===== src/rtl/sspc_cfg.svh =====
// register offsets, field positions, reset values, mode codes and rate counts
`ifndef SSPC_CFG_SVH
`define SSPC_CFG_SVH
`define SSPC_OFS_STATUS 12'h18F
`define SSPC_OFS_CTRL1 12'h190
`define SSPC_OFS_CTRL2 12'h191
`define SSPC_OFS_BUF 12'h193
`define SSPC_OFS_DIV 12'h194
`define SSPC_CTRL1_RST 8'h00
`define SSPC_CTRL2_RST 8'h00
`define SSPC_BUF_RST 8'h00
`define SSPC_DIV_RST 8'h00
`define SSPC_PIN_IDLE 5'h1C
`define SSPC_C1_OVF 6
`define SSPC_C1_EN 5
`define SSPC_C1_CKP 4
`define SSPC_C2_GENERAL_CALL_ENABLE 7
`define SSPC_C2_ACK_RECEIVED_STATUS 6
`define SSPC_C2_ACK_VALUE_BIT 5
`define SSPC_C2_ACK_SEQUENCE_TRIGGER 4
`define SSPC_C2_HOST_RECEIVE_TRIGGER 3
`define SSPC_C2_PEN 2
`define SSPC_C2_RESTART_TRIGGER 1
`define SSPC_C2_SEN 0
`define SSPC_ST_TXACT 2
`define SSPC_ST_FULL 0
`define SSPC_M_I2C_C10_EV 4'hF
`define SSPC_M_I2C_C7_EV 4'hE
`define SSPC_M_I2C_FW 4'hB
`define SSPC_M_SPI_H_DIV 4'hA
`define SSPC_M_I2C_H 4'h8
`define SSPC_M_I2C_C10 4'h7
`define SSPC_M_I2C_C7 4'h6
`define SSPC_M_SPI_C_NOSEL 4'h5
`define SSPC_M_SPI_C_SEL 4'h4
`define SSPC_M_SPI_H_TMR 4'h3
`define SSPC_M_SPI_H_64 4'h2
`define SSPC_M_SPI_H_16 4'h1
`define SSPC_M_SPI_H_4 4'h0
`define SSPC_Q_DIV4 9'h001
`define SSPC_Q_DIV16 9'h004
`define SSPC_Q_DIV64 9'h010
`endif


===== src/rtl/sspc_pkg.sv =====
// types of the serial port control block
package sspc_pkg;
  typedef enum logic [2:0] {ST_IDLE, ST_SPI, ST_START, ST_RESTART, ST_STOP, ST_TX, ST_RX, ST_ACK} sspc_state_t;
endpackage


===== src/rtl/sspc_core.sv =====
// synchronous serial port control: spi host/client, i2c host/client
//
// Our own choice: strobed register access.
`timescale 1ns/1ps
`include "sspc_cfg.svh"
module sspc_core (
  // clock, reset, enable
  input wire logic ref_clk,
  input wire logic srst,
  input wire logic clk_en,
  // register port
  input wire logic [11:0] reg_addr,
  input wire logic [7:0] reg_wdata,
  input wire logic reg_wr,
  input wire logic reg_rd,
  output logic [7:0] reg_rdata,
  // on-chip timer pulse
  input wire logic timer_two_output,
  // spi pins
  input wire logic serial_clock_pin_in,
  output logic serial_clock_pin_out,
  output logic serial_clock_pin_oe_n,
  input wire logic sdi_pin,
  output logic sdo_pin,
  output logic sdo_pin_oe_n,
  input wire logic client_select_pin_n,
  // i2c pins
  input wire logic bus_clock_pin_in,
  output logic bus_clock_pin_out,
  output logic bus_clock_pin_oe_n,
  input wire logic bus_data_pin_in,
  output logic bus_data_pin_out,
  output logic bus_data_pin_oe_n,
  // status
  output logic port_owns_pins,
  output logic cond_event_pulse
);
  // ==========================================================
  // state
  logic [4:0] sync_a_ff, sync_b_ff, prev_ff, nxt_prev;
  logic en_ff, ckp_ff, ovf_ff, nxt_en, nxt_ckp, nxt_ovf;
  logic [3:0] mode_ff, nxt_mode;
  logic general_call_enable_ff, ack_received_status_ff, ack_value_bit_ff, ack_sequence_trigger_ff, host_receive_trigger_ff, pen_ff, restart_trigger_ff, sen_ff;
  logic nxt_general_call_enable, nxt_ack_received_status, nxt_ack_value_bit, nxt_ack_sequence_trigger, nxt_host_receive_trigger, nxt_pen, nxt_restart_trigger, nxt_sen;
  logic [7:0] buf_ff, div_ff, shift_ff, rdata_ff, nxt_buf, nxt_div, nxt_shift, nxt_rdata;
  logic full_ff, samp_ff, sck_ff, qhalf_ff, scl_low_ff, sda_low_ff, matched_ff, is_addr_ff, evt_ff;
  logic nxt_full, nxt_samp, nxt_sck, nxt_qhalf, nxt_scl_low, nxt_sda_low, nxt_matched, nxt_is_addr, nxt_evt;
  logic [8:0] qcnt_ff, nxt_qcnt, qlim;
  logic [1:0] ph_ff, nxt_ph;
  logic [3:0] bit_ff, nxt_bit;
  sspc_pkg::sspc_state_t st_ff, nxt_st;
  // bit 7 of control one is not stored
  localparam logic [7:0] ctrl1_rst = `SSPC_CTRL1_RST;
  // decode and events
  logic spi_host, spi_cli, i2c_host, i2c_cli, busy, qtick, edge_t, lead, trail, sel;
  logic i2_start, i2_stop, scl_rise, scl_fall, spi_cli_done, sda_s, scl_s, sck_s, sdi_s, ss_s;
  logic wr_c1, wr_c2, wr_buf, wr_div, bit_out;

  // ==========================================================
  // pin synchronisers
  assign sck_s = sync_b_ff[0];
  assign sdi_s = sync_b_ff[1];
  assign ss_s = sync_b_ff[2];
  assign scl_s = sync_b_ff[3];
  assign sda_s = sync_b_ff[4];
  assign nxt_prev = sync_b_ff;

  // ==========================================================
  // mode decode
  always_comb
  begin
    spi_host = (mode_ff == `SSPC_M_SPI_H_4) || (mode_ff == `SSPC_M_SPI_H_16) || (mode_ff == `SSPC_M_SPI_H_64)
      || (mode_ff == `SSPC_M_SPI_H_TMR) || (mode_ff == `SSPC_M_SPI_H_DIV);
    spi_cli = (mode_ff == `SSPC_M_SPI_C_SEL) || (mode_ff == `SSPC_M_SPI_C_NOSEL);
    // firmware host keeps both hardware engines idle
    i2c_host = (mode_ff == `SSPC_M_I2C_H);
    i2c_cli = (mode_ff == `SSPC_M_I2C_C7) || (mode_ff == `SSPC_M_I2C_C10)
      || (mode_ff == `SSPC_M_I2C_C7_EV) || (mode_ff == `SSPC_M_I2C_C10_EV);
    if (mode_ff == `SSPC_M_SPI_H_4)
    begin
      qlim = `SSPC_Q_DIV4;
    end
    else if (mode_ff == `SSPC_M_SPI_H_16)
    begin
      qlim = `SSPC_Q_DIV16;
    end
    else if (mode_ff == `SSPC_M_SPI_H_64)
    begin
      qlim = `SSPC_Q_DIV64;
    end
    else
    begin
      qlim = {1'b0, div_ff} + 9'h001;
    end
    busy = (st_ff != sspc_pkg::ST_IDLE);
    sel = (mode_ff == `SSPC_M_SPI_C_NOSEL) || !ss_s;
    lead = (sck_s != prev_ff[0]) && (prev_ff[0] == ckp_ff);
    trail = (sck_s != prev_ff[0]) && (sck_s == ckp_ff);
    i2_start = scl_s && prev_ff[3] && prev_ff[4] && !sda_s;
    i2_stop = scl_s && prev_ff[3] && !prev_ff[4] && sda_s;
    scl_rise = scl_s && !prev_ff[3];
    scl_fall = !scl_s && prev_ff[3];
    wr_c1 = reg_wr && (reg_addr == `SSPC_OFS_CTRL1);
    wr_c2 = reg_wr && (reg_addr == `SSPC_OFS_CTRL2);
    wr_buf = reg_wr && (reg_addr == `SSPC_OFS_BUF);
    wr_div = reg_wr && (reg_addr == `SSPC_OFS_DIV);
  end

  // ==========================================================
  // next state
  always_comb
  begin
    nxt_en = en_ff;
    nxt_ckp = ckp_ff;
    nxt_ovf = ovf_ff;
    nxt_mode = mode_ff;
    nxt_general_call_enable = general_call_enable_ff;
    nxt_ack_received_status = ack_received_status_ff;
    nxt_ack_value_bit = ack_value_bit_ff;
    nxt_ack_sequence_trigger = ack_sequence_trigger_ff;
    nxt_host_receive_trigger = host_receive_trigger_ff;
    nxt_pen = pen_ff;
    nxt_restart_trigger = restart_trigger_ff;
    nxt_sen = sen_ff;
    nxt_buf = buf_ff;
    nxt_div = div_ff;
    nxt_shift = shift_ff;
    nxt_full = full_ff;
    nxt_samp = samp_ff;
    nxt_sck = sck_ff;
    nxt_qhalf = qhalf_ff;
    nxt_scl_low = scl_low_ff;
    nxt_sda_low = sda_low_ff;
    nxt_matched = matched_ff;
    nxt_is_addr = is_addr_ff;
    nxt_evt = 1'b0;
    nxt_qcnt = qcnt_ff;
    nxt_ph = ph_ff;
    nxt_bit = bit_ff;
    nxt_st = st_ff;
    nxt_rdata = 8'h00;
    qtick = 1'b0;
    edge_t = 1'b0;
    spi_cli_done = 1'b0;
    bit_out = 1'b1;
    // register reads: data in the next cycle only
    if (reg_rd)
    begin
      if (reg_addr == `SSPC_OFS_STATUS)
      begin
        nxt_rdata = {5'h00, (st_ff == sspc_pkg::ST_TX), 1'b0, full_ff};
      end
      else if (reg_addr == `SSPC_OFS_CTRL1)
      begin
        nxt_rdata = {1'b0, ovf_ff, en_ff, ckp_ff, mode_ff};
      end
      else if (reg_addr == `SSPC_OFS_CTRL2)
      begin
        nxt_rdata = {general_call_enable_ff, ack_received_status_ff, ack_value_bit_ff, ack_sequence_trigger_ff, host_receive_trigger_ff, pen_ff, restart_trigger_ff, sen_ff};
      end
      else if (reg_addr == `SSPC_OFS_BUF)
      begin
        nxt_rdata = buf_ff;
        nxt_full = 1'b0;
      end
      else if (reg_addr == `SSPC_OFS_DIV)
      begin
        nxt_rdata = div_ff;
      end
    end
    // register writes
    if (wr_c1)
    begin
      nxt_ovf = reg_wdata[`SSPC_C1_OVF];
      nxt_en = reg_wdata[`SSPC_C1_EN];
      nxt_ckp = reg_wdata[`SSPC_C1_CKP];
      nxt_mode = reg_wdata[3:0];
    end
    if (wr_c2)
    begin
      nxt_general_call_enable = reg_wdata[`SSPC_C2_GENERAL_CALL_ENABLE];
      nxt_ack_received_status = reg_wdata[`SSPC_C2_ACK_RECEIVED_STATUS];
      nxt_ack_value_bit = reg_wdata[`SSPC_C2_ACK_VALUE_BIT];
      if (!busy)
      begin
        nxt_ack_sequence_trigger = reg_wdata[`SSPC_C2_ACK_SEQUENCE_TRIGGER];
        nxt_host_receive_trigger = reg_wdata[`SSPC_C2_HOST_RECEIVE_TRIGGER];
        nxt_pen = reg_wdata[`SSPC_C2_PEN];
        nxt_restart_trigger = reg_wdata[`SSPC_C2_RESTART_TRIGGER];
        nxt_sen = reg_wdata[`SSPC_C2_SEN];
      end
    end
    if (wr_div)
    begin
      nxt_div = reg_wdata;
    end
    // quarter-bit time base
    if (!busy)
    begin
      nxt_qcnt = 9'h000;
    end
    else if (qcnt_ff >= qlim - 9'h001)
    begin
      nxt_qcnt = 9'h000;
      qtick = 1'b1;
    end
    else
    begin
      nxt_qcnt = qcnt_ff + 9'h001;
    end
    if (mode_ff == `SSPC_M_SPI_H_TMR)
    begin
      edge_t = timer_two_output && busy;
    end
    else
    begin
      edge_t = qtick && qhalf_ff;
    end
    if (qtick)
    begin
      nxt_qhalf = !qhalf_ff;
    end
    // engines
    case (st_ff)
      sspc_pkg::ST_IDLE:
      begin
        nxt_qhalf = 1'b0;
        nxt_ph = 2'h0;
        nxt_bit = spi_cli || i2c_cli ? nxt_bit : 4'h0;
        if (spi_host)
        begin
          nxt_sck = ckp_ff;
          if (wr_buf)
          begin
            nxt_shift = reg_wdata;
            nxt_st = sspc_pkg::ST_SPI;
          end
        end
        else if (i2c_host)
        begin
          if (sen_ff)
          begin
            nxt_st = sspc_pkg::ST_START;
          end
          else if (restart_trigger_ff)
          begin
            nxt_st = sspc_pkg::ST_RESTART;
          end
          else if (pen_ff)
          begin
            nxt_st = sspc_pkg::ST_STOP;
          end
          else if (wr_buf)
          begin
            nxt_shift = reg_wdata;
            nxt_full = 1'b1;
            nxt_st = sspc_pkg::ST_TX;
          end
          else if (host_receive_trigger_ff)
          begin
            nxt_st = sspc_pkg::ST_RX;
          end
          else if (ack_sequence_trigger_ff)
          begin
            nxt_st = sspc_pkg::ST_ACK;
          end
        end
        else if (spi_cli && wr_buf)
        begin
          nxt_shift = reg_wdata;
        end
      end
      sspc_pkg::ST_SPI:
      begin
        if (edge_t)
        begin
          nxt_sck = !sck_ff;
          if (sck_ff == ckp_ff)
          begin
            nxt_samp = sdi_s;
          end
          else
          begin
            nxt_shift = {shift_ff[6:0], samp_ff};
            nxt_bit = bit_ff + 4'h1;
            if (bit_ff == 4'h7)
            begin
              nxt_buf = {shift_ff[6:0], samp_ff};
              nxt_full = 1'b1;
              nxt_st = sspc_pkg::ST_IDLE;
            end
          end
        end
      end
      sspc_pkg::ST_START, sspc_pkg::ST_RESTART, sspc_pkg::ST_STOP:
      begin
        if (qtick)
        begin
          nxt_ph = ph_ff + 2'h1;
          if (st_ff == sspc_pkg::ST_START)
          begin
            nxt_sda_low = 1'b1;
            nxt_scl_low = (ph_ff == 2'h3);
          end
          else if (st_ff == sspc_pkg::ST_RESTART)
          begin
            nxt_sda_low = ph_ff[1];
            nxt_scl_low = (ph_ff == 2'h0) || (ph_ff == 2'h3);
          end
          else
          begin
            nxt_sda_low = !ph_ff[1];
            nxt_scl_low = (ph_ff == 2'h0);
          end
          if (ph_ff == 2'h3)
          begin
            nxt_sen = (st_ff == sspc_pkg::ST_START) ? 1'b0 : sen_ff;
            nxt_restart_trigger = (st_ff == sspc_pkg::ST_RESTART) ? 1'b0 : restart_trigger_ff;
            nxt_pen = (st_ff == sspc_pkg::ST_STOP) ? 1'b0 : pen_ff;
            nxt_st = sspc_pkg::ST_IDLE;
          end
        end
      end
      sspc_pkg::ST_TX, sspc_pkg::ST_RX, sspc_pkg::ST_ACK:
      begin
        if (st_ff == sspc_pkg::ST_TX)
        begin
          bit_out = (bit_ff == 4'h8) || shift_ff[7];
        end
        else if (st_ff == sspc_pkg::ST_ACK)
        begin
          bit_out = ack_value_bit_ff;
        end
        if (qtick)
        begin
          nxt_ph = ph_ff + 2'h1;
          if (ph_ff == 2'h0)
          begin
            nxt_sda_low = !bit_out;
          end
          else if (ph_ff == 2'h1)
          begin
            nxt_scl_low = 1'b0;
          end
          else if (ph_ff == 2'h2)
          begin
            if (st_ff == sspc_pkg::ST_RX)
            begin
              nxt_shift = {shift_ff[6:0], sda_s};
            end
            else if ((st_ff == sspc_pkg::ST_TX) && (bit_ff == 4'h8))
            begin
              nxt_ack_received_status = sda_s;
            end
          end
          else
          begin
            nxt_scl_low = 1'b1;
            nxt_bit = bit_ff + 4'h1;
            if (st_ff == sspc_pkg::ST_TX)
            begin
              nxt_shift = {shift_ff[6:0], 1'b0};
              if (bit_ff == 4'h8)
              begin
                nxt_full = 1'b0;
                nxt_st = sspc_pkg::ST_IDLE;
              end
            end
            else if (st_ff == sspc_pkg::ST_RX)
            begin
              if (bit_ff == 4'h7)
              begin
                nxt_buf = shift_ff;
                nxt_full = 1'b1;
                nxt_host_receive_trigger = 1'b0;
                nxt_st = sspc_pkg::ST_IDLE;
              end
            end
            else
            begin
              nxt_ack_sequence_trigger = 1'b0;
              nxt_st = sspc_pkg::ST_IDLE;
            end
          end
        end
      end
      default:
      begin
        nxt_st = sspc_pkg::ST_IDLE;
      end
    endcase
    // spi client shifter on the pin clock
    if (spi_cli)
    begin
      if (!sel)
      begin
        nxt_bit = 4'h0;
      end
      else if (lead)
      begin
        nxt_samp = sdi_s;
      end
      else if (trail)
      begin
        nxt_shift = {shift_ff[6:0], samp_ff};
        nxt_bit = bit_ff + 4'h1;
        if (bit_ff == 4'h7)
        begin
          spi_cli_done = 1'b1;
          nxt_bit = 4'h0;
          if (full_ff)
          begin
            nxt_ovf = 1'b1;
          end
          else
          begin
            nxt_buf = {shift_ff[6:0], samp_ff};
            nxt_full = 1'b1;
          end
        end
      end
    end
    // i2c client receiver
    if (i2c_cli)
    begin
      if (i2_start || i2_stop)
      begin
        nxt_bit = 4'h0;
        nxt_is_addr = i2_start;
        nxt_matched = 1'b0;
        nxt_sda_low = 1'b0;
        nxt_evt = mode_ff[3];
      end
      else if (scl_rise && (bit_ff < 4'h8))
      begin
        nxt_shift = {shift_ff[6:0], sda_s};
        nxt_bit = bit_ff + 4'h1;
      end
      else if (scl_fall && (bit_ff == 4'h8))
      begin
        nxt_bit = 4'h9;
        if (is_addr_ff)
        begin
          nxt_is_addr = 1'b0;
          if (((shift_ff[7:1] == div_ff[7:1]) || (general_call_enable_ff && (shift_ff == 8'h00))) && !shift_ff[0])
          begin
            nxt_matched = 1'b1;
            nxt_sda_low = 1'b1;
          end
        end
        else if (matched_ff)
        begin
          if (full_ff)
          begin
            nxt_ovf = 1'b1;
          end
          else
          begin
            nxt_buf = shift_ff;
            nxt_full = 1'b1;
            nxt_sda_low = 1'b1;
          end
        end
      end
      else if (scl_fall && (bit_ff == 4'h9))
      begin
        nxt_bit = 4'h0;
        nxt_sda_low = 1'b0;
      end
    end
    // disabled port: engines parked, pins released
    if (!en_ff)
    begin
      nxt_st = sspc_pkg::ST_IDLE;
      nxt_full = 1'b0;
      nxt_bit = 4'h0;
      nxt_scl_low = 1'b0;
      nxt_sda_low = 1'b0;
      nxt_matched = 1'b0;
      nxt_sck = ckp_ff;
      nxt_evt = 1'b0;
    end
  end

  // ==========================================================
  // registers
  always_ff @(posedge ref_clk)
  begin
    if (srst)
    begin
      // idle pin levels, so no false edge follows reset
      sync_a_ff <= `SSPC_PIN_IDLE;
      sync_b_ff <= `SSPC_PIN_IDLE;
      prev_ff <= `SSPC_PIN_IDLE;
      {ovf_ff, en_ff, ckp_ff, mode_ff} <= ctrl1_rst[6:0];
      {general_call_enable_ff, ack_received_status_ff, ack_value_bit_ff, ack_sequence_trigger_ff, host_receive_trigger_ff, pen_ff, restart_trigger_ff, sen_ff} <= `SSPC_CTRL2_RST;
      buf_ff <= `SSPC_BUF_RST;
      div_ff <= `SSPC_DIV_RST;
      shift_ff <= 8'h00;
      rdata_ff <= 8'h00;
      {full_ff, samp_ff, sck_ff, qhalf_ff, scl_low_ff, sda_low_ff, matched_ff, is_addr_ff, evt_ff} <= 9'h000;
      qcnt_ff <= 9'h000;
      ph_ff <= 2'h0;
      bit_ff <= 4'h0;
      st_ff <= sspc_pkg::ST_IDLE;
    end
    else if (clk_en)
    begin
      sync_a_ff <= {bus_data_pin_in, bus_clock_pin_in, client_select_pin_n, sdi_pin, serial_clock_pin_in};
      sync_b_ff <= sync_a_ff;
      prev_ff <= nxt_prev;
      {ovf_ff, en_ff, ckp_ff, mode_ff} <= {nxt_ovf, nxt_en, nxt_ckp, nxt_mode};
      {general_call_enable_ff, ack_received_status_ff, ack_value_bit_ff, ack_sequence_trigger_ff} <= {nxt_general_call_enable, nxt_ack_received_status, nxt_ack_value_bit, nxt_ack_sequence_trigger};
      {host_receive_trigger_ff, pen_ff, restart_trigger_ff, sen_ff} <= {nxt_host_receive_trigger, nxt_pen, nxt_restart_trigger, nxt_sen};
      buf_ff <= nxt_buf;
      div_ff <= nxt_div;
      shift_ff <= nxt_shift;
      rdata_ff <= nxt_rdata;
      {full_ff, samp_ff, sck_ff, qhalf_ff} <= {nxt_full, nxt_samp, nxt_sck, nxt_qhalf};
      {scl_low_ff, sda_low_ff, matched_ff, is_addr_ff, evt_ff} <= {nxt_scl_low, nxt_sda_low, nxt_matched,
        nxt_is_addr, nxt_evt};
      qcnt_ff <= nxt_qcnt;
      ph_ff <= nxt_ph;
      bit_ff <= nxt_bit;
      st_ff <= nxt_st;
    end
  end

  // ==========================================================
  // pin drive
  assign reg_rdata = rdata_ff;
  assign port_owns_pins = en_ff;
  assign cond_event_pulse = evt_ff;
  assign serial_clock_pin_out = sck_ff;
  assign serial_clock_pin_oe_n = !(en_ff && spi_host);
  assign sdo_pin = shift_ff[7];
  assign sdo_pin_oe_n = !(en_ff && (spi_host || (spi_cli && sel)));
  assign bus_clock_pin_out = 1'b0;
  assign bus_data_pin_out = 1'b0;
  assign bus_clock_pin_oe_n = !(en_ff && ((i2c_host && scl_low_ff) || (i2c_cli && !ckp_ff)));
  assign bus_data_pin_oe_n = !(en_ff && (i2c_host || i2c_cli) && sda_low_ff);
endmodule // sspc_core


===== config.mk =====
export PLATFORM = sky130hd
export DESIGN_NAME = sspc_core
export DESIGN_NICKNAME = d
export VERILOG_FILES = /design/src/rtl/sspc_pkg.sv /design/src/rtl/sspc_core.sv
export VERILOG_INCLUDE_DIRS = /design/src /design/src/rtl
export SDC_FILE = /design/constraint.sdc
export NUM_CORES = 1
export LEC_CHECK = 0
export CAP_MARGIN = 20
export CORE_UTILIZATION = 60
export DETAILED_ROUTE_END_ITERATION = 10
export DONT_BUFFER_PORTS = 1
export GPL_TIMING_DRIVEN = 1
export MAX_ROUTING_LAYER = met4
export PLACE_DENSITY = 0.79
export SLEW_MARGIN = 20
export SYNTH_ARGS = -nofsm -noshare
export SYNTH_HDL_FRONTEND = slang
export SYNTH_SLANG_ARGS = --single-unit

===== constraint.sdc =====
create_clock -name ref_clk -period 5.55 [get_ports ref_clk]
set_input_delay 1.11 -clock ref_clk [delete_from_list [all_inputs] [get_ports ref_clk]]
set_output_delay 1.11 -clock ref_clk [all_outputs]
set_load 0.005 [all_outputs]

==> results.json <==
{
  "status": "complete, no violations",
  "h-tree-depth": 3,
  "ys_seq_area_share_pct": 27.6,
  "vdd_ir_drop_max_uv": 130,
  "place_congestion": 0.992,
  "cts_root_buf": "clkbuf_8",
  "hold_depth": 2,
  "synth_cell_type_count": 82,
  "cellPowerDensity_mw_per_mm2": 178,
  "cts_hold_buffers": 0,
  "overflow": 0,
  "endpoint_kind": "flip-flop",
  "placed_cell_area_mm2": 0.00615,
  "yosysWarnings": 0,
  "syn-cell-area_mm2": 0.00630,
  "finalSetupTns_ps": 0,
  "synth_flop_cell": "dfxtp_1",
  "design_area_mm2": 0.00634,
  "min_path_type": "flip-flop to flip-flop",
  "vias": 6492,
  "crit_type": "flip-flop to flip-flop",
  "syn_inst": 839,
  "ios": 49,
  "ys_top_cells_by_count": "110 x nand2_1, 87 x dfxtp_1, 85 x nor2_1",
  "rr_worst_depth": 16,
  "dr.pass1.iters": 7,
  "post_cts_resized": 0,
  "core_mm2": 0.0103,
  "routed_wl_mm": 21.0,
  "synth.largest_area_cell": "dfxtp_1",
  "cp_slowest_cell": "nor4b_1",
  "cp_max_fo": 15,
  "cts-buffers-inserted": 9,
  "synth_area_leaders": "dfxtp_1 28%, nand2_1 6.5%, nor2_1 5.1%",
  "max_slew_margin_pct": 26.0,
  "grt_max_degree": 67,
  "drtAntennaViolNets": 0,
  "die_y_um": 105,
  "synth_edf_count": 0,
  "hpwlAfterDp_mm": 15.3,
  "die_area_mm2": 0.0109,
  "antenna_found_initial": 1,
  "drt_iter0_drc": 978,
  "track_usage_pct": 39.9,
  "avgViaCountPerCell": 6.94,
  "whs_ps": 469,
  "cts_tree": "yes",
  "cts.path.max_buffers": 2,
  "max_stage_delay_ps": 610,
  "grt_pass1_vias": 5919,
  "io_buffers": 0,
  "leakagePower_nw": 2.26,
  "finalCritPeriodShare_pct": 85.7,
  "required_ps": 5840,
  "area_growth_pct": 0.556,
  "layout-drive-gt1-share_pct": 5.01,
  "clock.fmax_ghz": 0.210,
  "finClkSkew_ps": 10.8,
  "worst_slew_pin_slew_ps": 1090,
  "ys_seq_elements": 87,
  "placementRows": 37,
  "wl_per_cell_um": 22.4,
  "start_util_pct": 61.3,
  "grt_pass1_wl_mm": 33.0,
  "clock_latency_ps": 390,
  "avgSynthCellArea_um2": 7.51,
  "worst_ep_arrival_time_ps": 5050,
  "synth-async-reset-ratio_pct": 0,
  "cts_setup_buffers": 0,
  "clk_pin_slew_ps": 100,
  "drt_drc_violations_left": 0,
  "final-setup-viol-count": 0,
  "fin_nets": 843,
  "max_cap_violations": 0,
  "rsz0062_at_grt": "false",
  "drv_slew": 0,
  "finalHoldViolCount": 0,
  "cts_sinks": 87,
  "start_kind": "flip-flop",
  "worstPathCellList": "nor2_1 > and2_1 > o22a_1 > ha_1 > nand2_1 > nor4_1 > nand2_1 > xor2_1 > ha_1 > nand4_1 > or2_2 > o211a_1 > nor4b_1 > o2111ai_1 > and3_1 > a221o_1",
  "min_period_ps": 4760,
  "synth_most_common_cell": "nand2_1",
  "synth_top_area_share_pct": 27.6,
  "die_width_um": 105
}
==> flip-flops by register name (all words and copies together), names as in the netlist, 2 cells and up <==
register and cells:
div_ff 8, qcnt_ff 9, st_ff 3, shift_ff 8, reg_rdata 8, bit_ff 4, sync_a_ff 5, mode_ff 4
buf_ff 8, ph_ff 2, nxt_prev 5, prev_ff 3
==> report_power, final <==
part	switching [mW]	internal (mW)
clock network	0.270	0.172
logic	0.0282	0.0194
registers	0.00924	0.631
total	0.307	0.821
==> area by class of cell <==
class	count	area, µm²
antenna	1	2.50
clock buffer	9	124
clock inverter	7	60.1
fill	975	3940
inverter	21	78.8
multi-input combinational	671	4140
sequential	87	1740
tap	136	170
timing repair buffer	3	22.5
==> through the flow <==
| stage | util (%) | instances | worst slack (ps) | power, mW |
|---|---|---|---|---|
| after floorplan | - | 840 | 1490 | 0.704 |
| after global placement | 59.9 | 918 | 1200 | 0.699 |
| after detailed placement | 59.9 | 918 | 962 | 0.700 |
| after CTS | 61.7 | 934 | 941 | 1.13 |
| after global routing | 61.7 | 935 | 493 | 1.17 |
| final | 61.7 | 935 | 793 | 1.13 |
==> worst paths after layout <==
check,startpoint,end,slack (ps)
hold / removal,scl_low_ff$_SDFFE_PP0P_,scl_low_ff$_SDFFE_PP0P_,470
setup reg to reg,mode_ff[3]$_SDFFE_PP0P_,shift_ff[7]$_SDFFE_PP0P_,790
setup / recovery,mode_ff[3]$_SDFFE_PP0P_,shift_ff[7]$_SDFFE_PP0P_,790
hold reg to reg,scl_low_ff$_SDFFE_PP0P_,scl_low_ff$_SDFFE_PP0P_,470
==> worst max-delay path: cells and delay by family (launching register included) <==
family | cells | cell delay [ps]
AO/OA/AOI/OAI | 4 | 1190
XOR/XNOR | 1 | 160
adder cells (fa/ha/maj) | 2 | 520
flip-flops | 1 | 440
AND/OR/NAND/NOR | 9 | 2340
==> kinds of logic after synthesis <==
family	share of synthesized area [%]
DFF	27.6
buffers and inverters	6.77
xor gates and xnor gates	4.31
AOI/OAI and AO/OA	25.6
adders and majority gates	3.77
muxes	4.78
other	0.0595
and+or+nand+nor	27.1
==> layer usage <==
layer,vias up,global-route usage (%),routed length (µm)
met5,-,-,0
met4,0,21.6,1110
met3,70,8.52,1940
met2,350,57.2,9190
met1,3072,52.0,8730
li1,3000,-,-
==> layout by cell type (no fill, tap or decap), drive strengths merged, types with 6 or more instances in the layout <==
cell type	synthesis	final
nand2	110	110
dfxtp	87	87
nor2	85	85
a21oi	61	61
o21ai	54	54
nand3	30	30
mux2i	29	29
inv	20	25
nor3	20	20
ha	19	19
a31oi	17	17
and3	16	16
xor2	16	16
xnor2	15	15
nand4	10	10
or3	10	10
o211ai	9	9
clkbuf	49	9
nand2b	8	8
a22oi	8	8
o31ai	8	8
a211oi	8	8
nor4	7	7
a222oi	7	7
nor3b	6	6
nor2b	6	6
a221oi	6	6
a211o	6	6
and2	6	6
Power figures use the tool's default switching activity.
